===== config.mk =====
export PLATFORM = sky130hd
export DESIGN_NAME = rhpd_top
export DESIGN_NICKNAME = d
export VERILOG_FILES = /design/src/pkg/rhpd_pkg.sv /design/src/rtl/rhpd_port_bit.sv /design/src/rtl/rhpd_rd_mux.sv /design/src/rtl/rhpd_top.sv
export VERILOG_INCLUDE_DIRS = /design/src /design/src/pkg
export SDC_FILE = /design/constraint.sdc
export NUM_CORES = 1
export LEC_CHECK = 0
export BUFFER_PORTS_ARGS = -buffer_cell sky130_fd_sc_hd__buf_2
export CORE_MARGIN = 2
export CORE_UTILIZATION = 44
export CTS_CLUSTER_SIZE = 30
export DETAILED_ROUTE_END_ITERATION = 10
export PLACE_DENSITY = 0.79
export SLEW_MARGIN = 20
export SYNTH_ARGS = -nofsm -noshare
export SYNTH_HDL_FRONTEND = slang
export SYNTH_SLANG_ARGS = --single-unit

===== constraint.sdc =====
create_clock -name SYS_CLK -period 2.4 [get_ports SYS_CLK]
set_input_delay 0.24 -clock SYS_CLK [delete_from_list [all_inputs] [get_ports SYS_CLK]]
set_output_delay 0.24 -clock SYS_CLK [all_outputs]
set_load 0.005 [all_outputs]

===== src/pkg/rhpd_params.svh =====
// Offsets, field positions, reset values for the root hub port descriptor
`ifndef RHPD_PARAMS_SVH
`define RHPD_PARAMS_SVH
`define RHPD_ADDR_W 8
`define RHPD_DESC_OFF 8'h00
`define RHPD_PORTCNT_OFF 8'h04
`define RHPD_PPM_LSB 17
`define RHPD_PPM_MSB 19
`define RHPD_FDF_LSB 1
`define RHPD_FDF_MSB 3
`define RHPD_PORT_N 3
`define RHPD_DESC_RST 32'h0000_0000
`define RHPD_DESC_WMASK 32'h000e_000e
`define RHPD_PORT_COUNT 8'h03
`define RHPD_RESP_OKAY 2'h0
`define RHPD_RESP_SLVERR 2'h2
`endif


===== src/pkg/rhpd_pkg.sv =====
// Types for the root hub port descriptor register block
package rhpd_pkg;
   typedef logic [31:0] rhpd_word_type;
   typedef logic [1:0] rhpd_resp_type;
   typedef enum logic [1:0] {
      RHPD_W_IDLE = 2'b00,
      RHPD_W_RESP = 2'b01
   } rhpd_wstate_type;
endpackage


===== src/rtl/rhpd_port_bit.sv =====
// One per-port setting bit with byte-lane gated software write
`timescale 1ns/1ps
module rhpd_port_bit (
   input wire logic clk,
   input wire logic rst,
   input wire logic wr_en,
   input wire logic wr_val,
   output logic q
);
   always_ff @(posedge clk) begin
      if (rst) begin
         q <= 1'b0;
      end else if (wr_en) begin
         q <= wr_val;
      end
   end
endmodule


===== src/rtl/rhpd_rd_mux.sv =====
// Registered read data and response for the register slave
`timescale 1ns/1ps
`include "rhpd_params.svh"
module rhpd_rd_mux (
   input wire logic clk,
   input wire logic rst,
   input wire logic load,
   input wire logic [`RHPD_ADDR_W-1:0] addr,
   input wire logic [31:0] desc,
   output logic [31:0] rdata,
   output logic [1:0] resp
);
   always_ff @(posedge clk) begin
      if (rst) begin
         rdata <= 32'h0000_0000;
         resp <= `RHPD_RESP_OKAY;
      end else if (load) begin
         if (addr == `RHPD_DESC_OFF) begin
            rdata <= desc;
            resp <= `RHPD_RESP_OKAY;
         end else if (addr == `RHPD_PORTCNT_OFF) begin
            rdata <= {24'h00_0000, `RHPD_PORT_COUNT};
            resp <= `RHPD_RESP_OKAY;
         end else begin
            rdata <= 32'h0000_0000;
            resp <= `RHPD_RESP_SLVERR;
         end
      end
   end
endmodule


===== src/rtl/rhpd_top.sv =====
// Root hub port descriptor register with AXI4-Lite slave
//
// Overview of operation
// - Mask bits 31..20 reserved, read zero
// - Bit 19 power select for port 3
// - Bit 18 power select for port 2
// - Bit 17 power select for port 1
// - Mask bit 16 reserved, reads zero
// - Flag bits 15..4 reserved, read zero
// - Bit 3 fixed-device flag port 3
// - Bit 2 fixed-device flag port 2
// - Bit 1 fixed-device flag port 1
// - Flag bit 0 reserved, reads zero
// - Power mask writable and read back
// - No pin switches port power
// - Port count reads three always
//
// Local design decisions: the address map and the AXI4-Lite interface to the registers.
`timescale 1ns/1ps
`include "rhpd_params.svh"
module rhpd_top
   import rhpd_pkg::*;
(
   input wire logic SYS_CLK,
   input wire logic SYS_RST,
   input wire logic [`RHPD_ADDR_W-1:0] S_AXI_AWADDR,
   input wire logic S_AXI_AWVALID,
   output logic S_AXI_AWREADY,
   input wire logic [31:0] S_AXI_WDATA,
   input wire logic [3:0] S_AXI_WSTRB,
   input wire logic S_AXI_WVALID,
   output logic S_AXI_WREADY,
   output rhpd_pkg::rhpd_resp_type S_AXI_BRESP,
   output logic S_AXI_BVALID,
   input wire logic S_AXI_BREADY,
   input wire logic [`RHPD_ADDR_W-1:0] S_AXI_ARADDR,
   input wire logic S_AXI_ARVALID,
   output logic S_AXI_ARREADY,
   output rhpd_pkg::rhpd_word_type S_AXI_RDATA,
   output rhpd_pkg::rhpd_resp_type S_AXI_RRESP,
   output logic S_AXI_RVALID,
   input wire logic S_AXI_RREADY,
   output logic [2:0] PORT_POWER_SELECT_MASK,
   output logic [2:0] FIXED_DEVICE_FLAGS
);
   import rhpd_pkg::*;

   // ------------------------------------------------------------
   // Write channel capture
   // ------------------------------------------------------------
   logic aw_held_r;
   logic w_held_r;
   logic [`RHPD_ADDR_W-1:0] awaddr_r;
   logic [31:0] wdata_r;
   logic [3:0] wstrb_r;
   rhpd_wstate_type wstate_r;
   logic do_write;
   logic aw_take;
   logic w_take;

   assign aw_take = S_AXI_AWVALID && S_AXI_AWREADY;
   assign w_take = S_AXI_WVALID && S_AXI_WREADY;
   assign do_write = aw_held_r && w_held_r && (wstate_r == RHPD_W_IDLE);

   always_ff @(posedge SYS_CLK) begin
      if (SYS_RST) begin
         S_AXI_AWREADY <= 1'b0;
         aw_held_r <= 1'b0;
         awaddr_r <= '0;
      end else begin
         S_AXI_AWREADY <= !aw_held_r && !aw_take && !S_AXI_AWREADY;
         if (aw_take) begin
            aw_held_r <= 1'b1;
            awaddr_r <= S_AXI_AWADDR;
         end else if (do_write) begin
            aw_held_r <= 1'b0;
         end
      end
   end

   always_ff @(posedge SYS_CLK) begin
      if (SYS_RST) begin
         S_AXI_WREADY <= 1'b0;
         w_held_r <= 1'b0;
         wdata_r <= 32'h0000_0000;
         wstrb_r <= 4'h0;
      end else begin
         S_AXI_WREADY <= !w_held_r && !w_take && !S_AXI_WREADY;
         if (w_take) begin
            w_held_r <= 1'b1;
            wdata_r <= S_AXI_WDATA;
            wstrb_r <= S_AXI_WSTRB;
         end else if (do_write) begin
            w_held_r <= 1'b0;
         end
      end
   end

   // ------------------------------------------------------------
   // Write response
   // ------------------------------------------------------------
   always_ff @(posedge SYS_CLK) begin
      if (SYS_RST) begin
         wstate_r <= RHPD_W_IDLE;
         S_AXI_BVALID <= 1'b0;
         S_AXI_BRESP <= `RHPD_RESP_OKAY;
      end else begin
         case (wstate_r)
            RHPD_W_IDLE: begin
               if (do_write) begin
                  wstate_r <= RHPD_W_RESP;
                  S_AXI_BVALID <= 1'b1;
                  if (awaddr_r == `RHPD_DESC_OFF ||
                      awaddr_r == `RHPD_PORTCNT_OFF) begin
                     S_AXI_BRESP <= `RHPD_RESP_OKAY;
                  end else begin
                     S_AXI_BRESP <= `RHPD_RESP_SLVERR;
                  end
               end
            end
            RHPD_W_RESP: begin
               if (S_AXI_BREADY) begin
                  wstate_r <= RHPD_W_IDLE;
                  S_AXI_BVALID <= 1'b0;
               end
            end
            default: begin
               wstate_r <= RHPD_W_IDLE;
               S_AXI_BVALID <= 1'b0;
            end
         endcase
      end
   end

   // ------------------------------------------------------------
   // Descriptor fields
   // ------------------------------------------------------------
   logic desc_sel;
   logic [31:0] wr_masked;
   logic [2:0] ppm_q;
   logic [2:0] fdf_q;
   logic [31:0] desc_word;

   assign desc_sel = do_write && (awaddr_r == `RHPD_DESC_OFF);
   assign wr_masked = wdata_r & `RHPD_DESC_WMASK;

   genvar gi;
   generate
      for (gi = 0; gi < `RHPD_PORT_N; gi = gi + 1) begin : g_port
         rhpd_port_bit u_ppm (
            .clk(SYS_CLK),
            .rst(SYS_RST),
            .wr_en(desc_sel && wstrb_r[2]),
            .wr_val(wr_masked[`RHPD_PPM_LSB + gi]),
            .q(ppm_q[gi])
         );
         rhpd_port_bit u_fdf (
            .clk(SYS_CLK),
            .rst(SYS_RST),
            .wr_en(desc_sel && wstrb_r[0]),
            .wr_val(wr_masked[`RHPD_FDF_LSB + gi]),
            .q(fdf_q[gi])
         );
      end
   endgenerate

   always_comb begin
      desc_word = `RHPD_DESC_RST;
      desc_word[`RHPD_PPM_MSB:`RHPD_PPM_LSB] = ppm_q;
      desc_word[`RHPD_FDF_MSB:`RHPD_FDF_LSB] = fdf_q;
   end

   // Status copies only, no power switch
   always_ff @(posedge SYS_CLK) begin
      if (SYS_RST) begin
         PORT_POWER_SELECT_MASK <= 3'h0;
         FIXED_DEVICE_FLAGS <= 3'h0;
      end else begin
         PORT_POWER_SELECT_MASK <= ppm_q;
         FIXED_DEVICE_FLAGS <= fdf_q;
      end
   end

   // ------------------------------------------------------------
   // Read channel
   // ------------------------------------------------------------
   logic ar_take;
   assign ar_take = S_AXI_ARVALID && S_AXI_ARREADY;

   always_ff @(posedge SYS_CLK) begin
      if (SYS_RST) begin
         S_AXI_ARREADY <= 1'b0;
         S_AXI_RVALID <= 1'b0;
      end else begin
         S_AXI_ARREADY <= !S_AXI_RVALID && !ar_take && !S_AXI_ARREADY;
         if (ar_take) begin
            S_AXI_RVALID <= 1'b1;
         end else if (S_AXI_RREADY) begin
            S_AXI_RVALID <= 1'b0;
         end
      end
   end

   // Port count answered in read mux
   rhpd_rd_mux u_rd (
      .clk(SYS_CLK),
      .rst(SYS_RST),
      .load(ar_take),
      .addr(S_AXI_ARADDR),
      .desc(desc_word),
      .rdata(S_AXI_RDATA),
      .resp(S_AXI_RRESP)
   );

   // ------------------------------------------------------------
   // Checks
   // ------------------------------------------------------------
   property p_resv_zero;
      @(posedge SYS_CLK) disable iff (SYS_RST)
      $rose(S_AXI_RVALID) && $past(S_AXI_ARADDR) == `RHPD_DESC_OFF
      |-> (S_AXI_RDATA & ~`RHPD_DESC_WMASK) == 32'h0;
   endproperty
   a_resv_zero: assert property (p_resv_zero)
      else $error("Reserved descriptor bits read nonzero");

   property p_write_lands;
      @(posedge SYS_CLK) disable iff (SYS_RST)
      desc_sel && wstrb_r[2] |=> ppm_q == $past(wdata_r[19:17]);
   endproperty
   a_write_lands: assert property (p_write_lands)
      else $error("Power mask write not stored");

   property p_flag_lands;
      @(posedge SYS_CLK) disable iff (SYS_RST)
      desc_sel && wstrb_r[0] |=> fdf_q == $past(wdata_r[3:1]);
   endproperty
   a_flag_lands: assert property (p_flag_lands)
      else $error("Fixed flag write not stored");

   property p_hold;
      @(posedge SYS_CLK) disable iff (SYS_RST)
      !desc_sel |=> $stable(ppm_q) && $stable(fdf_q);
   endproperty
   a_hold: assert property (p_hold)
      else $error("Descriptor changed without write");

   property p_port_count;
      @(posedge SYS_CLK) disable iff (SYS_RST)
      ar_take && S_AXI_ARADDR == `RHPD_PORTCNT_OFF
      |=> S_AXI_RDATA == 32'h3 && S_AXI_RVALID;
   endproperty
   a_port_count: assert property (p_port_count)
      else $error("Port count not three");

   property p_out_follow;
      @(posedge SYS_CLK) disable iff (SYS_RST)
      1'b1 |=> PORT_POWER_SELECT_MASK == $past(ppm_q);
   endproperty
   a_out_follow: assert property (p_out_follow)
      else $error("Mask status output lags");

   property p_bresp;
      @(posedge SYS_CLK) disable iff (SYS_RST)
      do_write |=> S_AXI_BVALID;
   endproperty
   a_bresp: assert property (p_bresp)
      else $error("Write response missing");

   property p_read_desc;
      @(posedge SYS_CLK) disable iff (SYS_RST)
      ar_take && S_AXI_ARADDR == `RHPD_DESC_OFF
      |=> S_AXI_RDATA[19:17] == $past(ppm_q)
          && S_AXI_RDATA[3:1] == $past(fdf_q);
   endproperty
   a_read_desc: assert property (p_read_desc)
      else $error("Descriptor read mismatch");

   property p_flag_follow;
      @(posedge SYS_CLK) disable iff (SYS_RST)
      1'b1 |=> FIXED_DEVICE_FLAGS == $past(fdf_q);
   endproperty
   a_flag_follow: assert property (p_flag_follow)
      else $error("Flag status output lags");

   property p_port3_mask;
      @(posedge SYS_CLK) disable iff (SYS_RST)
      desc_sel && wstrb_r[2]
      |=> desc_word[`RHPD_PPM_MSB] == $past(wdata_r[`RHPD_PPM_MSB]);
   endproperty
   a_port3_mask: assert property (p_port3_mask)
      else $error("Port 3 power select not stored");

   property p_port1_mask;
      @(posedge SYS_CLK) disable iff (SYS_RST)
      desc_sel && wstrb_r[2]
      |=> desc_word[`RHPD_PPM_LSB] == $past(wdata_r[`RHPD_PPM_LSB]);
   endproperty
   a_port1_mask: assert property (p_port1_mask)
      else $error("Port 1 power select not stored");

   property p_port2_flag;
      @(posedge SYS_CLK) disable iff (SYS_RST)
      desc_sel && wstrb_r[0]
      |=> desc_word[`RHPD_FDF_LSB + 1] == $past(wdata_r[`RHPD_FDF_LSB + 1]);
   endproperty
   a_port2_flag: assert property (p_port2_flag)
      else $error("Port 2 fixed flag not stored");

   property p_port1_flag;
      @(posedge SYS_CLK) disable iff (SYS_RST)
      desc_sel && wstrb_r[0]
      |=> desc_word[`RHPD_FDF_LSB] == $past(wdata_r[`RHPD_FDF_LSB]);
   endproperty
   a_port1_flag: assert property (p_port1_flag)
      else $error("Port 1 fixed flag not stored");

   property p_mask_lane;
      @(posedge SYS_CLK) disable iff (SYS_RST)
      desc_sel && !wstrb_r[2] |=> $stable(ppm_q);
   endproperty
   a_mask_lane: assert property (p_mask_lane)
      else $error("Power mask changed with lane off");

   property p_flag_lane;
      @(posedge SYS_CLK) disable iff (SYS_RST)
      desc_sel && !wstrb_r[0] |=> $stable(fdf_q);
   endproperty
   a_flag_lane: assert property (p_flag_lane)
      else $error("Fixed flags changed with lane off");

   property p_count_write;
      @(posedge SYS_CLK) disable iff (SYS_RST)
      do_write && awaddr_r == `RHPD_PORTCNT_OFF
      |=> S_AXI_BVALID && S_AXI_BRESP == `RHPD_RESP_OKAY;
   endproperty
   a_count_write: assert property (p_count_write)
      else $error("Port count write not answered okay");

   property p_bad_write;
      @(posedge SYS_CLK) disable iff (SYS_RST)
      do_write && awaddr_r != `RHPD_DESC_OFF
      |=> $stable(ppm_q) && $stable(fdf_q);
   endproperty
   a_bad_write: assert property (p_bad_write)
      else $error("Descriptor changed by other address");

   property p_desc_okay;
      @(posedge SYS_CLK) disable iff (SYS_RST)
      do_write && awaddr_r == `RHPD_DESC_OFF
      |=> S_AXI_BVALID && S_AXI_BRESP == `RHPD_RESP_OKAY;
   endproperty
   a_desc_okay: assert property (p_desc_okay)
      else $error("Descriptor write not answered okay");

   c_write: cover property (@(posedge SYS_CLK) desc_sel);
   c_read: cover property (@(posedge SYS_CLK) ar_take);
   c_bad: cover property (@(posedge SYS_CLK)
      S_AXI_BVALID && S_AXI_BRESP != 2'h0);
   c_part_strobe: cover property (@(posedge SYS_CLK)
      desc_sel && wstrb_r != 4'hf);
   c_count_read: cover property (@(posedge SYS_CLK)
      ar_take && S_AXI_ARADDR == `RHPD_PORTCNT_OFF);
endmodule


# Word-level counts from Yosys, hierarchy flattened
# Cells that the tools add are included.
# W data, S select, Z words.
# word_totals
ff_bits	88
latchBits	0
ram_bits	0
mem_bits_ro	0
inputBits	59
out_inout_bits	47
elab_cells	75
mem_count	0
# classes
add_sub_neg	0
mul	0
div_mod_pow	0
n_lt_le_gt_ge	0
eq_ne	5
shifts	0
muxes	16
bitwise_logic	0
reduce_logical	32
# ops
op	count
$mux W32	1
$eq A8 B3 Y1 const B	2
$logic_not A8 Y1	2
$logic_and A1 B1 Y1	14
$mux W2	6
$logic_not A1 Y1	9
$mux W1	7
$reduce_bool A2 Y1	3
$ne A2 B2 Y1 const B	2
$pmux W2 S2	1
$reduce_and A2 Y1	2
$eq A2 B1 Y1 const B	1
$logic_not A2 Y1	1
$pmux W1 S2	1
$logic_or A1 B1 Y1	1

# Logic depth before layout (Yosys ltp)
# logic_depth
ltp_word	4
mapped_depth	4
mapped_depth_nobuf	3

# Cells and area by module
# From an unflattened synthesis, not the netlist that was laid out.
# hier_totals
cells_unflattened	225
hier_area_um2	2359.8
# by_module_without_submodules
mod	instances	cells_each	area_per_inst_um2	seq_area_each_um2
rhpd_rd_mux	1	88	1104.8	660.6
rhpd_top	1	119	1052.3	600.6
rhpd_port_bit	6	3	33.8	20.0

# Worst setup path after synthesis
# OpenSTA, ideal clock, no wires.
# synth_path
kind	register to register
start	register awaddr_r[3]
end	register g_port[0].u_fdf.q
setup_ns	0.121
arrival_time_ns	1.539
t_required_ns	2.279
setup_slack_ns	0.740
stages_incl_launch_ff	4
path_buffers	0
synth_period_minus_slack_ns	1.660
cell_sequence	dfxtp_1 -> or4_4 -> nor4_4 -> mux2_4
# synth_between
elab_chain_len	3
# synth_lines
element	line	rtl
start, declared	rhpd_top.sv:53	logic [`RHPD_ADDR_W-1:0] awaddr_r;
start signal, assigned	rhpd_top.sv:69	awaddr_r <= '0;
start signal, assigned	rhpd_top.sv:74	awaddr_r <= S_AXI_AWADDR;
$logic_not A8 Y1 (no line)	n/a	
$logic_and A1 B1 Y1	rhpd_top.sv:144	assign desc_sel = do_write && (awaddr_r == `RHPD_DESC_OFF);
$logic_and A1 B1 Y1	rhpd_top.sv:160	.wr_en(desc_sel && wstrb_r[0]),
end signal, assigned	rhpd_port_bit.sv:14	q <= wr_val;
end, declared	rhpd_port_bit.sv:8	output logic q
# Every way passes these cells.
# A chain may end at the register's enable or synchronous reset.

# Worst setup path after layout
# Same ends and word-level chain as after synthesis.

==> impl_metrics.xml <==
<?xml version="1.0" encoding="UTF-8"?>
<metrics>
  <group name="sta">
    <metric name="fin_setup_tns" unit="ns">0</metric>
    <metric name="max_transition_margin" unit="%">56.3</metric>
    <metric name="worstMarginPinSlew" unit="ns">0.655</metric>
    <metric name="final-max-slew-violation-count" unit="">0</metric>
    <metric name="final_period_minus_worst_setup_slack" unit="ns">1.74</metric>
    <metric name="layout_worst_path_cycle_share" unit="%">72.6</metric>
    <metric name="finalHoldWorstSlack" unit="ns">0.180</metric>
    <metric name="finalHoldViolations" unit="">0</metric>
    <metric name="rsz0062_at_grt" unit="">no</metric>
    <metric name="finalSetupViolCount" unit="">0</metric>
    <metric name="max_freq" unit="MHz">574</metric>
    <metric name="fin_skew" unit="ns">0.00724</metric>
  </group>
  <group name="power_and_ir_drop">
    <metric name="power.switching" unit="W">0.000344</metric>
    <metric name="p_int" unit="W">0.00101</metric>
    <metric name="share_clk_of_total_power" unit="%">34.1</metric>
    <metric name="power_per_cell_area" unit="nW/um^2">649</metric>
    <metric name="p_sw_share" unit="%">25.5</metric>
    <metric name="power.static_leakage" unit="nW">0.905</metric>
    <metric name="power_frac_seq" unit="%">57.3</metric>
    <metric name="power.share.combinational" unit="%">8.6</metric>
    <metric name="peak_vdd_ir" unit="uV">383</metric>
    <metric name="design_power_total" unit="W">0.00135</metric>
  </group>
  <group name="floorplanning">
    <metric name="boundaryPins" unit="">106</metric>
    <metric name="placementRows" unit="">23</metric>
    <metric name="initial_utilization" unit="%">45.6</metric>
    <metric name="die-height" unit="um">68.2</metric>
    <metric name="core_area" unit="um^2">3970</metric>
    <metric name="floorplan.die.width" unit="um">68.2</metric>
    <metric name="die-area" unit="um^2">4650</metric>
  </group>
  <group name="drt">
    <metric name="overall_routed_net_length" unit="um">3260</metric>
    <metric name="detail_route.wl_per_cell" unit="um">10.9</metric>
    <metric name="routed-via-count" unit="">1383</metric>
    <metric name="drc_violations_left" unit="">0</metric>
    <metric name="drtAntennaViolNets" unit="">0</metric>
    <metric name="drt_first_pass_iters" unit="">4</metric>
    <metric name="drt_iter0_markers" unit="">41</metric>
    <metric name="detail_route.vias_per_cell" unit="">4.63</metric>
  </group>
  <group name="clock_network">
    <metric name="register_clock_pin_slew_on_the_reported_worst_setup_and_hold_paths" unit="ns">0.09</metric>
    <metric name="clk_latency_worst_skew_pair" unit="ns">0.30</metric>
    <metric name="numClockSinks" unit="">44</metric>
    <metric name="cts_tree" unit="">built</metric>
    <metric name="cts_repair_resize_count" unit="">0</metric>
    <metric name="htreeDepth" unit="">2</metric>
    <metric name="hold_buffers" unit="">0</metric>
    <metric name="clockRootBuffer" unit="">clkbuf_8</metric>
    <metric name="cts_setup_buffers" unit="">0</metric>
    <metric name="cts_inserted_buffers" unit="">5</metric>
    <metric name="cts.path.max_buffers" unit="">2</metric>
  </group>
  <group name="critical_path">
    <metric name="crit_path_required_time" unit="ns">2.60</metric>
    <metric name="cp-start-kind" unit="">register</metric>
    <metric name="maximum_fanout_along_the_worst_path" unit="">3</metric>
    <metric name="critical_path_end_type" unit="">register</metric>
    <metric name="r2r_start" unit="">awaddr_r[3]</metric>
    <metric name="arrival" unit="ns">1.94</metric>
    <metric name="critical_path_class" unit="">register to register</metric>
    <metric name="worstRegToRegCells" unit="">3</metric>
    <metric name="worst-r2r-setup-slack" unit="ns">0.66</metric>
    <metric name="worstReg2RegEnd" unit="">g_port[0].u_fdf.q</metric>
  </group>
  <group name="cells_and_area">
    <metric name="post_layout_nonfiller_instances" unit="">299</metric>
    <metric name="antenna_diode_count" unit="">0</metric>
    <metric name="area_used_by_multi_input_combinational_logic" unit="um^2">777</metric>
    <metric name="synthToLayoutAreaGrowth" unit="%">14.9</metric>
    <metric name="nNetsFinal" unit="">307</metric>
    <metric name="sequential_cell_area" unit="um^2">881</metric>
    <metric name="post_route_cells_drive_above_1_share" unit="%">25.7</metric>
    <metric name="postLayoutCellArea" unit="um^2">2080</metric>
    <metric name="filler_cells" unit="">388</metric>
  </group>
  <group name="place">
    <metric name="dp.final_hpwl" unit="um">2440</metric>
    <metric name="routability_congestion_estimate_from_global_placement" unit="">0.698</metric>
    <metric name="place_inst" unit="">291</metric>
    <metric name="dpl_cell_area" unit="um^2">1990</metric>
    <metric name="numPortBuffers" unit="">50</metric>
  </group>
  <group name="grt">
    <metric name="vias_in_the_first_global_route" unit="">1189</metric>
    <metric name="global_route.usage.total" unit="%">15.5</metric>
    <metric name="grt_pass1_wl" unit="um">5160</metric>
    <metric name="grt_overflow_total" unit="">0</metric>
    <metric name="initial_antenna_violation_count" unit="">0</metric>
    <metric name="pin_count_of_the_biggest_net_entering_global_routing" unit="">43</metric>
  </group>
  <group name="synthesis">
    <metric name="syn-cell-area" unit="um^2">1810</metric>
    <metric name="syn-mean-instance-area" unit="um^2">9.06</metric>
    <metric name="distinct_cell_type_count_after_synthesis" unit="">25</metric>
    <metric name="postSynth.topFlopCell" unit="">dfxtp_1</metric>
    <metric name="synth-seq-area-share" unit="%">48.6</metric>
    <metric name="synth.ff_latch_count" unit="">44</metric>
    <metric name="synth_cells" unit="">200</metric>
    <metric name="synthesis.yosys.warnings" unit="">0</metric>
    <metric name="synth_top_cell_area_share" unit="%">48.6</metric>
    <metric name="ys_async_sr_fraction" unit="%">0</metric>
    <metric name="post-synth-top-area-cell" unit="">dfxtp_1</metric>
    <metric name="synth_most_common_cell" unit="">dfxtp_1</metric>
    <metric name="synth.top_cells.by_count" unit="">dfxtp_1, buf_4, nand2_1, a21oi_1, nand3_1</metric>
    <metric name="synthTopCellsByArea" unit="">dfxtp_1, buf_4, a21oi_1</metric>
    <metric name="number_of_synthesized_flops_with_an_enable_pin" unit="">0</metric>
  </group>
  <group name="hold_path">
    <metric name="worst_hold_path_type" unit="">input port to register</metric>
    <metric name="launch_point_of_the_worst_hold_path" unit="">S_AXI_WDATA[2]</metric>
    <metric name="hold_path_depth" unit="">3</metric>
    <metric name="hold-path-endpoint" unit="">wdata_r[2]</metric>
  </group>
  <group name="flow_run">
    <metric name="drv.max_cap_violation_count" unit="">0</metric>
  </group>
  <group name="run_status">
    <metric name="result_of_the_run" unit="">finished clean</metric>
  </group>
</metrics>
sequential cells by signal, summed over array words and instances (netlist names), 2 cells and up:
name	count
awaddr_r	8
u_rd.rdata	7
wdata_r	6
FIXED_DEVICE_FLAGS	3
PORT_POWER_SELECT_MASK	3
g_port.u_fdf.q	3
g_port.u_ppm.q	3
wstrb_r	2
power by group through the flow:
stage | clock network (W) | registers, W | logic, W
after global routing | 0.000515 | 0.000778 | 0.000133
after global placement | 0 | 0.000789 | 0.000115
final | 0.000461 | 0.000773 | 0.000116
after detailed placement | 0 | 0.000791 | 0.000117
after floorplan | 0 | 0.000780 | 0.000113
after CTS | 0.000477 | 0.000774 | 0.000117
worst max-delay path by stage:
| stage | slack, ns | to | from |
|---|---|---|---|
| floorplan | 0.74 | g_port[0].u_fdf.q | awaddr_r[3] |
| global placement | 0.67 | g_port[0].u_fdf.q | awaddr_r[3] |
| detailed placement | 0.66 | g_port[0].u_fdf.q | awaddr_r[3] |
| CTS | 0.64 | g_port[0].u_fdf.q | awaddr_r[3] |
| global route | 0.59 | g_port[0].u_fdf.q | awaddr_r[3] |
| finish | 0.66 | g_port[0].u_fdf.q | awaddr_r[3] |
cell families after synthesis:
group	Yosys count	share of synthesized area, %
flops	44	48.6
simple gates	79	23.9
other cells	1	0.207
compound gates	30	9.53
mux	6	3.87
buf+inv	40	13.9
layer usage:
metal	track usage [%]	vias to the layer above	wire, um
met1	16.9	610	1350
met2	25.8	44	1620
met5	0	-	0
met4	6.75	0	52
li1	-	724	-
met3	6.74	5	234
stage by stage:
step	worst slack, ns	utilization, %
3_3_place_gp	0.667	50.1
4_1_cts	0.642	52.4
3_5_place_dp	0.661	50.1
5_1_grt	0.587	52.4
6_report	0.658	52.4
2_1_floorplan	0.740	-
final cells by class:
type	count	area share [%]
Clock buffer	5	3.31
Clock inverter	3	1.14
Inverter	5	0.901
Multi-Input combinational cell	142	37.3
Sequential cell	44	42.3
Tap cell	50	3.00
Timing Repair Buffer	50	12.0
worst max-delay path, stage by stage (launching register included):
cell and delay (ns):
dfxtp_1 0.32, or4_4 0.58, nor4_4 0.41, mux2_4 0.33
layout by cell type (no fill, tap or decap), drive strengths merged, types with 2 or more instances in the layout:
cell,netlist,layout
nand3,16,16
mux2,2,2
dfxtp,44,44
nor3,6,6
mux2i,4,4
conb,1,27
o41ai,5,5
nand2,27,27
nor2,2,2
nand4,2,2
a21oi,23,23
nor2b,6,6
inv,5,5
nand2b,12,12
buf,30,50
nand3b,2,2
clkbuf,5,5
clkinvlp,0,2
nor4,3,3
Note: power is estimated with default switching activity, not from simulation.
